### src/tcoc_pkg.sv
// Package of constants and types for the touch output control block
package tcoc_pkg;
   localparam int CLK_HZ = 20000000;
   localparam int HOLD_STEP_MS = 20;
   localparam int HOLD_STEP_CYC = (CLK_HZ / 1000) * HOLD_STEP_MS;
   localparam int BUZ_STEP_MS = 100;
   localparam int BUZ_STEP_CYC = (CLK_HZ / 1000) * BUZ_STEP_MS;
   localparam int FAULT_PULSE_MS = 50;
   localparam int FAULT_PULSE_CYC = (CLK_HZ / 1000) * FAULT_PULSE_MS;
   localparam int HI_PULSE_US = 100;
   localparam int HI_PULSE_CYC = (CLK_HZ / 1000000) * HI_PULSE_US;
   localparam int REFRESH_MS = 10;
   localparam int REFRESH_CYC = (CLK_HZ / 1000) * REFRESH_MS;
   localparam int HOLD_MAX_STEPS = 100;
   localparam int HOLD_W = 7;
   localparam int BUZ_W = 7;
   localparam int DUTY_W = 8;
   localparam int FREQ_W = 16;
   localparam logic [HOLD_W-1:0] HOLD_MAX = 7'h64;
   localparam logic [BUZ_W-1:0] BUZ_MIN = 7'h01;
   localparam logic [DUTY_W-1:0] DUTY_ZERO = 8'h00;
   typedef enum logic {MODE_OPEN_DRAIN, MODE_PUSH_PULL} tcoc_drive_t;
   typedef enum logic [1:0] {BOOT_RUN, BOOT_PULSE, BOOT_DONE} tcoc_boot_t;
endpackage : tcoc_pkg

### src/tcoc_tick.sv
// Free-running divider giving a one-cycle enable every DIV cycles
`timescale 1ns/1ns
`default_nettype none
module tcoc_tick #(
   parameter int DIV = 400000,
   parameter int W = 24
) (
   input wire logic core_clk,
   input wire logic srst,
   input wire logic clr,
   output logic tick
);
   import tcoc_pkg::*;
   localparam logic [W-1:0] LAST = W'(DIV - 1);
   logic [W-1:0] cnt_reg;
   logic [W-1:0] cnt_next;
   logic tick_next;
   always_comb
   begin
      cnt_next = cnt_reg + W'(1);
      tick_next = 1'b0;
      if (clr)
      begin
         cnt_next = '0;
      end
      else if (cnt_reg == LAST)
      begin
         cnt_next = '0;
         tick_next = 1'b1;
      end
   end
   always_ff @(posedge core_clk)
   begin
      if (srst)
      begin
         cnt_reg <= '0;
         tick <= 1'b0;
      end
      else
      begin
         cnt_reg <= cnt_next;
         tick <= tick_next;
      end
   end
endmodule : tcoc_tick
`default_nettype wire

### src/tcoc_top.sv
// Output stage: general outputs, sounder, host interrupt, sticky status
// Functional notes
// [RL1] Output follows sensor or host command
// [RL2] Polarity selectable per output
// [RL3] Deep sleep resets outputs to default
// [RL4] Open-drain or push-pull drive per output
// [RL5] PWM duty differs touched versus untouched
// [RL6] Host output: on/off use touched/untouched duty
// [RL7] Proximity event drives output, touch status-only
// [RL8] Hold output on after release, 20ms steps
// [RL9] Hold only sensor-driven, never with toggle
// [RL10] No hold after stuck-sensor auto reset
// [RL11] Toggle on each activation rising edge
// [RL12] Sounder tone for programmed 100ms units
// [RL13] Triggers during tone do not extend
// [RL14] Trigger while idle starts full tone
// [RL15] Sounder alternates while sounding, high idle
// [RL16] Host never enables sounder with noise algorithm
// [RL17] Low interrupt pulse on any status change
// [RL18] Interrupt pulses spaced a refresh; drive-low only
// [RL19] Sticky touch bit kept until host reads
// [RL20] Open-drain low: touched pulls low
// [RL21] Faulty sensor: 50ms pulse, sensor disabled
// [RL22] Shield/modulator fault: pulse all, disable all
// [RL23] Host output drives last written bit
`timescale 1ns/1ns
`default_nettype none
module tcoc_top #(
   parameter int N = 8,
   parameter int HOLD_CYC = tcoc_pkg::HOLD_STEP_CYC,
   parameter int BUZ_CYC = tcoc_pkg::BUZ_STEP_CYC,
   parameter int FAULT_CYC = tcoc_pkg::FAULT_PULSE_CYC,
   parameter int REFR_CYC = tcoc_pkg::REFRESH_CYC,
   parameter int HI_CYC = tcoc_pkg::HI_PULSE_CYC
) (
   input wire logic core_clk,
   input wire logic srst,
   input wire logic deep_sleep,
   input wire logic [N-1:0] touch_sensor_input,
   input wire logic [N-1:0] prox_enable,
   input wire logic [N-1:0] prox_event,
   input wire logic [N-1:0] auto_reset_clear,
   input wire logic [N-1:0] host_ctrl_sel,
   input wire logic [N-1:0] host_out_level,
   input wire logic [N-1:0] active_high,
   input wire logic [N-1:0] push_pull,
   input wire logic [N-1:0] pwm_enable,
   input wire logic [tcoc_pkg::DUTY_W-1:0] duty_touch,
   input wire logic [tcoc_pkg::DUTY_W-1:0] duty_idle,
   input wire logic [N-1:0] hold_enable,
   input wire logic [tcoc_pkg::HOLD_W-1:0] hold_steps,
   input wire logic [N-1:0] toggle_enable,
   input wire logic [N-1:0] sounder_trigger_mask,
   input wire logic sounder_enable,
   input wire logic [tcoc_pkg::BUZ_W-1:0] sounder_units,
   input wire logic [tcoc_pkg::FREQ_W-1:0] sounder_half_period,
   input wire logic slider_change,
   input wire logic sticky_read,
   input wire logic boot_check_done,
   input wire logic [N-1:0] sensor_fault,
   input wire logic global_fault,
   output logic [N-1:0] general_output_pin_o,
   output logic [N-1:0] general_output_pin_oe_n,
   output logic sounder_output,
   output logic host_interrupt_line_o,
   output logic host_interrupt_line_oe_n,
   output logic [N-1:0] touch_status,
   output logic [N-1:0] sticky_touch_register,
   output logic [N-1:0] sensor_disabled,
   output logic boot_done
);
   import tcoc_pkg::*;
   localparam int CW = 24;

   // Three-stage synchronisers for the pin-side sensor inputs
   logic [N-1:0] ts1_reg, ts2_reg, ts3_reg, tsf_reg;
   logic [N-1:0] tsf_next;
   logic [N-1:0] act_reg, act_next;
   logic [N-1:0] tog_reg, tog_next;
   logic [N-1:0] sticky_touch_state;
   logic [N-1:0] sticky_next;
   logic [N-1:0] dis_next;
   logic [N-1:0] hold_act_reg, hold_act_next;
   logic [HOLD_W-1:0] hold_cnt_reg [N];
   logic [HOLD_W-1:0] hold_cnt_next [N];
   logic [N-1:0] src_on, out_on, drv_low;
   logic [N-1:0] pin_o_next, pin_oe_n_next;
   logic [DUTY_W-1:0] pwm_cnt_reg, pwm_cnt_next;
   logic hold_tick, buz_tick, buz_start;
   logic stat_chg;

   tcoc_tick #(.DIV(HOLD_CYC), .W(CW)) u_hold_tick (
      .core_clk(core_clk), .srst(srst), .clr(1'b0), .tick(hold_tick));
   // Divider restarts with each tone so its first unit is whole
   tcoc_tick #(.DIV(BUZ_CYC), .W(CW)) u_buz_tick (
      .core_clk(core_clk), .srst(srst), .clr(buz_start), .tick(buz_tick));

   // Boot self-test pulse sequencer
   tcoc_boot_t boot_reg, boot_next;
   logic [CW-1:0] fcnt_reg, fcnt_next;
   logic [N-1:0] fmask_reg, fmask_next;
   always_comb
   begin
      boot_next = boot_reg;
      fcnt_next = fcnt_reg;
      fmask_next = fmask_reg;
      dis_next = sensor_disabled;
      unique case (boot_reg)
         BOOT_RUN:
         begin
            if (boot_check_done)
            begin
               // [RL22] Global fault hits all
               fmask_next = global_fault ? '1 : sensor_fault;
               // [RL21] Faulty sensors disabled
               dis_next = global_fault ? '1 : sensor_fault;
               fcnt_next = '0;
               boot_next = (global_fault || (|sensor_fault)) ?
                  BOOT_PULSE : BOOT_DONE;
            end
         end
         BOOT_PULSE:
         begin
            // [RL21] Fault pulse length
            fcnt_next = fcnt_reg + CW'(1);
            if (fcnt_reg == CW'(FAULT_CYC - 1))
            begin
               fmask_next = '0;
               boot_next = BOOT_DONE;
            end
         end
         BOOT_DONE:
         begin
            boot_next = BOOT_DONE;
         end
      endcase
   end

   // Sensor activation, toggle, hold, sticky status
   always_comb
   begin
      tsf_next = tsf_reg;
      for (int i = 0; i < N; i++)
      begin
         if (ts2_reg[i] == ts3_reg[i])
         begin
            tsf_next[i] = ts3_reg[i];
         end
      end
      // [RL7] Proximity event is the activation
      act_next = ((prox_enable & prox_event) |
         (~prox_enable & tsf_reg)) & ~sensor_disabled;
      tog_next = tog_reg;
      hold_act_next = hold_act_reg;
      for (int i = 0; i < N; i++)
      begin
         hold_cnt_next[i] = hold_cnt_reg[i];
         // [RL11] Invert on rising activation
         if (toggle_enable[i] && act_next[i] && !act_reg[i])
         begin
            tog_next[i] = !tog_reg[i];
         end
         // [RL8] Start hold on release
         if (act_reg[i] && !act_next[i])
         begin
            // [RL9] [RL10] Hold gating
            hold_act_next[i] = hold_enable[i] && !toggle_enable[i] &&
               !host_ctrl_sel[i] && !auto_reset_clear[i] &&
               (hold_steps != '0);
            hold_cnt_next[i] = (hold_steps > HOLD_MAX) ? HOLD_MAX :
               hold_steps;
         end
         else if (act_next[i])
         begin
            hold_act_next[i] = 1'b0;
         end
         else if (hold_act_reg[i] && hold_tick)
         begin
            hold_cnt_next[i] = hold_cnt_reg[i] - HOLD_W'(1);
            if (hold_cnt_reg[i] <= HOLD_W'(1))
            begin
               hold_act_next[i] = 1'b0;
            end
         end
      end
      // [RL19] Set wins over host read clear
      sticky_next = (sticky_read ? '0 : sticky_touch_state) |
         (tsf_reg & ~sensor_disabled);
   end

   // Output drive
   always_comb
   begin
      pwm_cnt_next = pwm_cnt_reg + DUTY_W'(1);
      for (int i = 0; i < N; i++)
      begin
         // [RL1] [RL23] Source select
         src_on[i] = host_ctrl_sel[i] ? host_out_level[i] :
            (toggle_enable[i] ? tog_reg[i] : (act_reg[i] | hold_act_reg[i]));
         // [RL5] [RL6] Duty by on/off state
         if (pwm_enable[i])
         begin
            out_on[i] = src_on[i] ? (pwm_cnt_reg < duty_touch) :
               (pwm_cnt_reg < duty_idle);
         end
         else
         begin
            out_on[i] = src_on[i];
         end
         if (boot_reg == BOOT_PULSE && fmask_reg[i])
         begin
            out_on[i] = 1'b1;
         end
         // [RL2] Polarity
         drv_low[i] = active_high[i] ? !out_on[i] : out_on[i];
         // [RL4] [RL20] Drive mode
         if (push_pull[i])
         begin
            pin_o_next[i] = !drv_low[i];
            pin_oe_n_next[i] = 1'b0;
         end
         else
         begin
            pin_o_next[i] = 1'b0;
            pin_oe_n_next[i] = !drv_low[i];
         end
      end
   end

   // Sounder
   logic buz_on_reg, buz_on_next;
   logic [BUZ_W-1:0] buz_cnt_reg, buz_cnt_next;
   logic [FREQ_W-1:0] buz_div_reg, buz_div_next;
   logic buz_lvl_next;
   logic buz_trig;
   always_comb
   begin
      buz_trig = sounder_enable &&
         |(act_next & ~act_reg & sounder_trigger_mask);
      buz_start = buz_trig && !buz_on_reg;
      buz_on_next = buz_on_reg;
      buz_cnt_next = buz_cnt_reg;
      buz_div_next = buz_div_reg;
      buz_lvl_next = sounder_output;
      if (!buz_on_reg)
      begin
         buz_lvl_next = 1'b1;
         buz_div_next = '0;
         // [RL12] [RL14] Idle trigger starts full tone
         if (buz_trig)
         begin
            buz_on_next = 1'b1;
            buz_cnt_next = (sounder_units < BUZ_MIN) ? BUZ_MIN : sounder_units;
         end
      end
      else
      begin
         // [RL15] Alternate at set frequency
         if (buz_div_reg >= sounder_half_period)
         begin
            buz_div_next = '0;
            buz_lvl_next = !sounder_output;
         end
         else
         begin
            buz_div_next = buz_div_reg + FREQ_W'(1);
         end
         // [RL13] Triggers ignored while running
         if (buz_tick)
         begin
            buz_cnt_next = buz_cnt_reg - BUZ_W'(1);
            if (buz_cnt_reg <= BUZ_MIN)
            begin
               buz_on_next = 1'b0;
               buz_lvl_next = 1'b1;
            end
         end
      end
   end

   // Host interrupt
   logic hi_pend_reg, hi_pend_next;
   logic hi_busy_reg, hi_busy_next;
   logic hi_gap_reg, hi_gap_next;
   logic [CW-1:0] hi_cnt_reg, hi_cnt_next;
   logic hi_low_next;
   always_comb
   begin
      stat_chg = (act_next != act_reg) || slider_change;
      hi_pend_next = hi_pend_reg | stat_chg;
      hi_busy_next = hi_busy_reg;
      hi_gap_next = hi_gap_reg;
      hi_cnt_next = hi_cnt_reg;
      // [RL18] Full refresh from start to start
      if (hi_gap_reg && hi_cnt_reg == CW'(REFR_CYC - 1))
      begin
         hi_gap_next = 1'b0;
      end
      if (hi_busy_reg || hi_gap_reg)
      begin
         hi_cnt_next = hi_cnt_reg + CW'(1);
      end
      if (hi_busy_reg && hi_cnt_reg == CW'(HI_CYC - 1))
      begin
         hi_busy_next = 1'b0;
         hi_gap_next = 1'b1;
      end
      // [RL17] Start low pulse
      else if (!hi_busy_reg && hi_pend_reg && !hi_gap_reg)
      begin
         hi_busy_next = 1'b1;
         hi_pend_next = stat_chg;
         hi_cnt_next = '0;
      end
      hi_low_next = hi_busy_next;
   end

   always_ff @(posedge core_clk)
   begin
      // [RL3] Sleep restores defaults
      if (srst || deep_sleep)
      begin
         ts1_reg <= '0;
         ts2_reg <= '0;
         ts3_reg <= '0;
         tsf_reg <= '0;
         act_reg <= '0;
         tog_reg <= '0;
         hold_act_reg <= '0;
         for (int i = 0; i < N; i++)
         begin
            hold_cnt_reg[i] <= '0;
         end
         pwm_cnt_reg <= DUTY_ZERO;
         general_output_pin_o <= '0;
         general_output_pin_oe_n <= '1;
         buz_on_reg <= 1'b0;
         buz_cnt_reg <= '0;
         buz_div_reg <= '0;
         sounder_output <= 1'b1;
         hi_pend_reg <= 1'b0;
         hi_busy_reg <= 1'b0;
         hi_gap_reg <= 1'b0;
         hi_cnt_reg <= '0;
         host_interrupt_line_o <= 1'b0;
         host_interrupt_line_oe_n <= 1'b1;
         touch_status <= '0;
         sticky_touch_state <= '0;
         sticky_touch_register <= '0;
      end
      else
      begin
         ts1_reg <= touch_sensor_input;
         ts2_reg <= ts1_reg;
         ts3_reg <= ts2_reg;
         tsf_reg <= tsf_next;
         act_reg <= act_next;
         tog_reg <= tog_next;
         hold_act_reg <= hold_act_next;
         hold_cnt_reg <= hold_cnt_next;
         pwm_cnt_reg <= pwm_cnt_next;
         general_output_pin_o <= pin_o_next;
         general_output_pin_oe_n <= pin_oe_n_next;
         buz_on_reg <= buz_on_next;
         buz_cnt_reg <= buz_cnt_next;
         buz_div_reg <= buz_div_next;
         sounder_output <= buz_lvl_next;
         hi_pend_reg <= hi_pend_next;
         hi_busy_reg <= hi_busy_next;
         hi_gap_reg <= hi_gap_next;
         hi_cnt_reg <= hi_cnt_next;
         // [RL18] Drive low only
         host_interrupt_line_o <= 1'b0;
         host_interrupt_line_oe_n <= !hi_low_next;
         // [RL7] Touch status reported with or without proximity, masked for disabled sensors
         touch_status <= tsf_reg & ~sensor_disabled;
         sticky_touch_state <= sticky_next;
         sticky_touch_register <= sticky_next;
      end
   end

   // Boot state survives sleep; only reset reruns self-test
   always_ff @(posedge core_clk)
   begin
      if (srst)
      begin
         boot_reg <= BOOT_RUN;
         fcnt_reg <= '0;
         fmask_reg <= '0;
         sensor_disabled <= '0;
         boot_done <= 1'b0;
      end
      else
      begin
         boot_reg <= boot_next;
         fcnt_reg <= fcnt_next;
         fmask_reg <= fmask_next;
         sensor_disabled <= dis_next;
         boot_done <= (boot_next == BOOT_DONE);
      end
   end
endmodule : tcoc_top
`default_nettype wire

### config.mk
export PLATFORM = sky130hd
export DESIGN_NAME = tcoc_top
export DESIGN_NICKNAME = d
export VERILOG_FILES = /design/src/tcoc_pkg.sv /design/src/tcoc_tick.sv /design/src/tcoc_top.sv
export SDC_FILE = /design/constraint.sdc
export NUM_CORES = 1
export LEC_CHECK = 0
export BUFFER_PORTS_ARGS = -buffer_cell sky130_fd_sc_hd__buf_4
export CAP_MARGIN = 15
export CORE_MARGIN = 2
export CORE_UTILIZATION = 25
export CTS_BUF_LIST = sky130_fd_sc_hd__clkbuf_8
export CTS_CLUSTER_DIAMETER = 40
export CTS_CLUSTER_SIZE = 14
export DETAILED_ROUTE_END_ITERATION = 8
export GPL_TIMING_DRIVEN = 0
export PLACE_DENSITY = 0.52
export SLEW_MARGIN = 25
export SYNTH_ARGS = -nofsm -noshare
export SYNTH_HDL_FRONTEND = slang
export SYNTH_SLANG_ARGS = --single-unit
### constraint.sdc
create_clock -name core_clk -period 6.8 [get_ports core_clk]
set_input_delay 1.02 -clock core_clk [delete_from_list [all_inputs] [get_ports core_clk]]
set_output_delay 1.02 -clock core_clk [all_outputs]
set_load 0.02 [all_outputs]
==> results of run 1 <==
## how the worst max path moves through the flow
| stage | start | endpoint | cells past startpoint |
|---|---|---|---|
| 5_1_grt | tsf_reg[0]$_SDFFE_PP0N_ | u_buz_tick.cnt_reg[15]$_SDFF_PP0_ | 10 |
| 3_5_place_dp | prox_enable[0] | u_buz_tick.cnt_reg[9]$_SDFF_PP0_ | 11 |
| 4_1_cts | tsf_reg[0]$_SDFFE_PP0N_ | u_buz_tick.cnt_reg[13]$_SDFF_PP0_ | 10 |
| 2_1_floorplan | duty_idle[6] | general_output_pin_o[7]$_SDFF_PP0_ | 9 |
| 6_report | tsf_reg[0]$_SDFFE_PP0N_ | u_buz_tick.cnt_reg[13]$_SDFF_PP0_ | 10 |
| 3_3_place_gp | prox_enable[0] | u_buz_tick.cnt_reg[3]$_SDFF_PP0_ | 11 |
## cell usage in the layout, fill, tap and decap left out, types with 14 or more instances in the layout
cell      instances
a21oi_1          62
buf_4           200
nor2_1          266
nor2b_1          33
nand2_1         117
a211oi_1         54
o31a_1           18
nor3b_1          17
nor4_1           23
clkbuf_8         62
xnor2_1          86
inv_1            95
o21ai_0          52
dfxtp_1         298
nor3_1           30
nand2b_1         24
and3_1           31
nand3_1          69
and2_1           28
or2_2            14
xor2_1           62
mux2i_1          31
and4_1           14
ha_1             81
clkbuf_1         57
nand4_1          30
nand3b_1         16
## area by class of cell
class / instances / area (um^2) / share of cell area
clock buffer: 62 / 853 / 0.0456
antenna: 1 / 2.50 / 0.000134
tap: 773 / 967 / 0.0517
sequential: 298 / 5970 / 0.319
inverter: 90 / 338 / 0.0180
timing repair buffer: 200 / 1510 / 0.0804
multi-input combinational: 1298 / 8380 / 0.448
buffer: 62 / 238 / 0.0127
clock inverter: 44 / 470 / 0.0251
## metrics by stage
stage                     cell area, um^2  hold WS (ns)  setup slack, ns
after global placement              17400         0.414             2.71
final                               18700         0.410             3.34
after CTS                           18700         0.408             3.34
after detailed placement            17400         0.414             2.69
after floorplan                     14900         0.406             3.94
after global routing                18700         0.400             3.20
## kinds of logic after synthesis
logic type      count (synthesis)  synth area share
simple gates                  754             0.254
flops                         298             0.400
compound gates                281             0.129
buf+inv                       152            0.0386
xor+xnor                      148            0.0870
fa+ha+maj                      81            0.0680
mux                            33            0.0223
other cells                     1          0.000252
## metal layers
metal | GRT usage | vias to the layer above
met5 | 0 | -
met4 | 0.0494 | 6
met3 | 0.0325 | 79
met2 | 0.234 | 298
met1 | 0.188 | 6199
li1 | - | 6638
## report_power, final
part           switching (W)  total [W]  internal [W]
registers          0.0000746    0.00188       0.00180
clock network       0.000923    0.00204       0.00112
logic               0.000324   0.000542      0.000219
==> flow_metrics.tcl, run 1 <==
set metrics [dict create \
    die_x_um 248 \
    critPathSlowestCell "a41oi_1" \
    drt-pass1-iter-count 5 \
    topRoutingLayerUsed "met5" \
    grt_max_degree 15 \
    gr-total-overflow 0 \
    crit_top_cell "or2_2" \
    r2r.worst_path.cells 10 \
    total_power_w 0.00446 \
    ctsResizeCount 0 \
    critPathMaxFanout 10 \
    slowest_delay_ns 0.85 \
    synth_cells 1748 \
    post_cts_buffers 0 \
    slew_violations 0 \
    yosys-top-cells-count "298 x dfxtp_1, 267 x nor2_1, 117 x nand2_1" \
    crit_path_end_kind "flop" \
    dieArea_mm2 0.0616 \
    synth.area.top_cells "dfxtp_1 40%, ha_1 6.8%, nor2_1 6.7%" \
    outcome "finished, final reports clean" \
    ys_warn_count 0 \
    drtIter0Drc 544 \
    fin_crit_sh 0.509 \
    crit_family "compound AO/OA/AOI/OAI gates" \
    cp.arrival_ns 3.98 \
    cts_tree "built" \
    gp_congestion 0.867 \
    worstPathCellList "mux2i_1 -> or2_2 -> inv_1 -> ha_1 -> a22oi_1 -> a41oi_1 -> or2_2 -> nand2b_1 -> clkbuf_1 -> nor2_1" \
    io_buffers 199 \
    hp-class "flop to flop" \
    antenna_found_initial 4 \
    min_to "ts2_reg[5]$_SDFF_PP0_" \
    hpwlAfterDp_um 34500 \
    layout-drive-gt1-share 0.164 \
    rows 89 \
    path_buf_inv 2 \
    synth_area_mm2 0.0149 \
    yosysTopAreaCellShare 0.400 \
    worst_pin_slew_ns 1.01 \
    io_pins 202 \
    wl_met3_um 2720 \
    area_growth_pct 25.6 \
    ir_worst_vdd_mv 0.141 \
    dr_total_vias 13200 \
    yosysMostFrequentCell "dfxtp_1" \
    tns_ns 0 \
    clock_skew_ns 0.0345 \
    cp.required_ns 7.32 \
    avgSynthCellArea_um2 8.53 \
    min_from "ts1_reg[5]$_SDFF_PP0_" \
    clock.fmax_mhz 289 \
    grt_pass1_wl_um 69600 \
    cts_buffers 56 \
    setup_viol 0 \
    synth_edf_count 0 \
    fillCellCount 6289 \
    fp.dieH_um 248 \
    syn_nets 1987 \
    fin_crit_ns 3.46 \
    clock-sinks 298 \
    hold_viol 0 \
    final_util 0.317 \
    grt_pass1_vias 12800 \
    met1_length_um 21300 \
    ant_nets 0 \
    clk_latency_ns 0.65 \
    drcViolationCount 0 \
    hold_buffers 0 \
    start_kind "flop" \
    drv_cap 0 \
    r2r_start "tsf_reg[0]$_SDFFE_PP0N_" \
    r2r-end "u_buz_tick.cnt_reg[13]$_SDFF_PP0_" \
    largest_register_ffs 56 \
    synthArstFlopShare 0 \
    rsz0062_at_grt "no" \
    clk_path_buf_depth 3 \
    slew_headroom 0.317 \
    synth-main-ff-cell "dfxtp_1" \
    fin_nets 2245 \
    ys_ff_latch 298 \
    vias_per_cell 4.67 \
    htreeDepth 2 \
    ys_seq_area_frac 0.400 \
    yosysTopAreaCell "dfxtp_1" \
    critPathKind "flop to flop" \
    rrSetupSlack_ns 3.34 \
    wire_per_inst_um 16.0 \
    final_cells 2828 \
    clkTransAtPathRegs_ns 0.08 \
    grt_usage 0.144 \
    coreArea_mm2 0.0590 \
    yosysUniqueCellTypes 59 \
    routed-wl-met2_um 20000 \
    dp.cells 2721 \
    worst_hold_path.num_cells 1 \
    root_buffer "clkbuf_8" \
    leakagePower_nw 7.18 \
    start_util 0.253 \
    wirelength_um 45300 \
    cellPowerDensity_mw_per_mm2 238 \
]
Note: power is estimated with default switching activity, not from simulation.
==> inputs of run 2 (changes only) <==
--- a/config.mk
+++ b/config.mk
@@ -14,7 +14,7 @@
 export CTS_CLUSTER_SIZE = 14
 export DETAILED_ROUTE_END_ITERATION = 8
 export GPL_TIMING_DRIVEN = 0
-export PLACE_DENSITY = 0.52
+export PLACE_DENSITY = 0.54
 export SLEW_MARGIN = 25
 export SYNTH_ARGS = -nofsm -noshare
 export SYNTH_HDL_FRONTEND = slang
==> constraint.sdc (replaced) <==
create_clock -name core_clk -period 2.8 [get_ports core_clk]
set_input_delay 0.42 -clock core_clk [delete_from_list [all_inputs] [get_ports core_clk]]
set_output_delay 0.42 -clock core_clk [all_outputs]
set_load 0.02 [all_outputs]
==> flow_metrics.tcl, run 2 (synthesis gave the netlist of run 1 again) <==
set metrics [dict create \
    outcome "finished, final reports clean" \
    p_comb_frac 0.129 \
    path_buf_inv 2 \
    drv_cap 0 \
    wire_per_inst_um 16.0 \
    hpwlAfterDp_um 34500 \
    critPathSlowestCell "dfxtp_1" \
    final_cell_mix "296 x dfxtp_1, 266 x nor2_1, 201 x buf_4" \
    htreeDepth 2 \
    ant_nets 0 \
    grt_pass1_wl_um 70200 \
    crit_path_end_kind "flop" \
    clock_skew_ns 0.0463 \
    ir_worst_vdd_mv 0.278 \
    hold_ws_ns 0.0696 \
    slowest_delay_ns 0.56 \
    dr_total_vias 13300 \
    grt_usage 0.146 \
    intPower_w 0.00743 \
    die_x_um 248 \
    clock-sinks 298 \
    critPathKind "flop to flop" \
    cellPowerDensity_mw_per_mm2 560 \
    p_switching_w 0.00316 \
    largest_register_ffs 56 \
    dp_slack_ns -0.686 \
    start_kind "flop" \
    fin_nets 2261 \
    worst_pin_slew_ns 1.01 \
    cts_tree "built" \
    dieArea_mm2 0.0616 \
    power_frac_seq 0.431 \
    gp_congestion 0.890 \
    layout-drive-gt1-share 0.170 \
    antenna_found_initial 3 \
    final_area_mm2 0.0189 \
    fin_crit_sh 0.956 \
    fillCellCount 6217 \
    multi_input_area_mm2 0.00848 \
    switching_share 0.298 \
    drtIter0Drc 696 \
    area.sequential_mm2 0.00597 \
    io_pins 202 \
    grt_max_degree 16 \
    fp.dieH_um 248 \
    cp.required_ns 3.37 \
    post_dp_cell_area_mm2 0.0174 \
    clkPwrFrac 0.441 \
    wirelength_um 45600 \
    final_common_cell "dfxtp_1" \
    leakagePower_nw 7.23 \
    tns_ns 0 \
    clk_latency_ns 0.66 \
    area_growth_pct 26.8 \
    rows 89 \
    coreArea_mm2 0.0590 \
    clkTransAtPathRegs_ns 0.07 \
    critPathMaxFanout 9 \
    rsz0062_at_grt "no" \
    root_buffer "clkbuf_8" \
    fin_crit_ns 2.68 \
    clock.fmax_mhz 374 \
    cp.arrival_ns 3.25 \
    io_buffers 199 \
    worstPathCellList "mux2i_1 -> or2_2 -> inv_1 -> ha_1 -> a22oi_2 -> a41oi_4 -> buf_4 -> a21oi_2 -> or3_1 -> a21oi_1" \
    fin_ws_ns 0.124 \
    cts_buffers 57 \
    clk_path_buf_depth 3 \
    start_util 0.253 \
    gr-total-overflow 0 \
    drt-pass1-iter-count 7 \
    slew_violations 0 \
    final_util 0.320 \
    grt_pass1_vias 13100 \
    setup_viol 0 \
    drcViolationCount 0 \
    crit_family "simple AND/OR/NAND/NOR gates" \
    hp-class "primary input to flop" \
    vias_per_cell 4.69 \
    slew_headroom 0.322 \
    hold_viol 0 \
]
## run 2: what timing repair did
item                                    in CTS  in global routing
gates resized for setup                     12                  7
hold buffers                                15                  0
endpoints found under the setup margin      31                 22
hold endpoints to repair                    13                  0
pin swaps                                    1                  1
buffers inserted                             0                  1
## run 2: stage by stage
| stage | total power, W | std cells |
|---|---|---|
| after global routing | 0.0111 | 2845 |
| after detailed placement | 0.00598 | 2720 |
| after global placement | 0.00595 | 2720 |
| final | 0.0106 | 2845 |
| after CTS | 0.0107 | 2842 |
| after floorplan | 0.00531 | 1748 |
## run 2: worst reg2reg max path: stages, from the launching register on
cell,delay [ns]
dfxtp_1,0.56
mux2i_1,0.19
or2_2,0.35
inv_1,0.09
ha_1,0.16
a22oi_2,0.08
a41oi_4,0.36
buf_4,0.21
a21oi_2,0.08
or3_1,0.37
a21oi_1,0.14
## run 2: area by class of cell
type | count | area share
multi-input cells | 1298 | 0.449
inverters | 90 | 0.0179
repair buffers | 215 | 0.0874
well taps | 773 | 0.0512
clock inverters | 46 | 0.0216
diodes | 2 | 0.000265
flip-flops and latches | 298 | 0.316
plain buffers | 62 | 0.0127
clock buffers | 61 | 0.0444
## run 2: layer usage
metal,track usage,routed length [um],up-vias,share of wire
li1,-,-,6671,-
met5,0,13,-,0.00028
met1,0.188,20800,6243,0.46
met3,0.0310,2990,77,0.066
met4,0.0537,1220,2,0.027
met2,0.239,20600,342,0.45
## run 2: worst paths after layout
kind | from | slack [ns] | cells after the start | endpoint
max | tsf_reg[7]$_SDFFE_PP0N_ | 0.12 | 10 | buz_cnt_reg[0]$_SDFFE_PP0P_
min | push_pull[7] | 0.07 | 3 | general_output_pin_o[7]$_SDFF_PP0_
max reg2reg | tsf_reg[7]$_SDFFE_PP0N_ | 0.12 | 10 | buz_cnt_reg[0]$_SDFFE_PP0P_
min reg2reg | ts1_reg[7]$_SDFF_PP0_ | 0.43 | 1 | ts2_reg[7]$_SDFF_PP0_
## run 2: power groups by stage
stage	clock, W	sequential (W)	combinational (W)
floorplan	0	0.00461	0.000700
global placement	0	0.00465	0.00130
detailed placement	0	0.00465	0.00132
CTS	0.00483	0.00456	0.00136
global route	0.00503	0.00457	0.00151
finish	0.00467	0.00456	0.00136
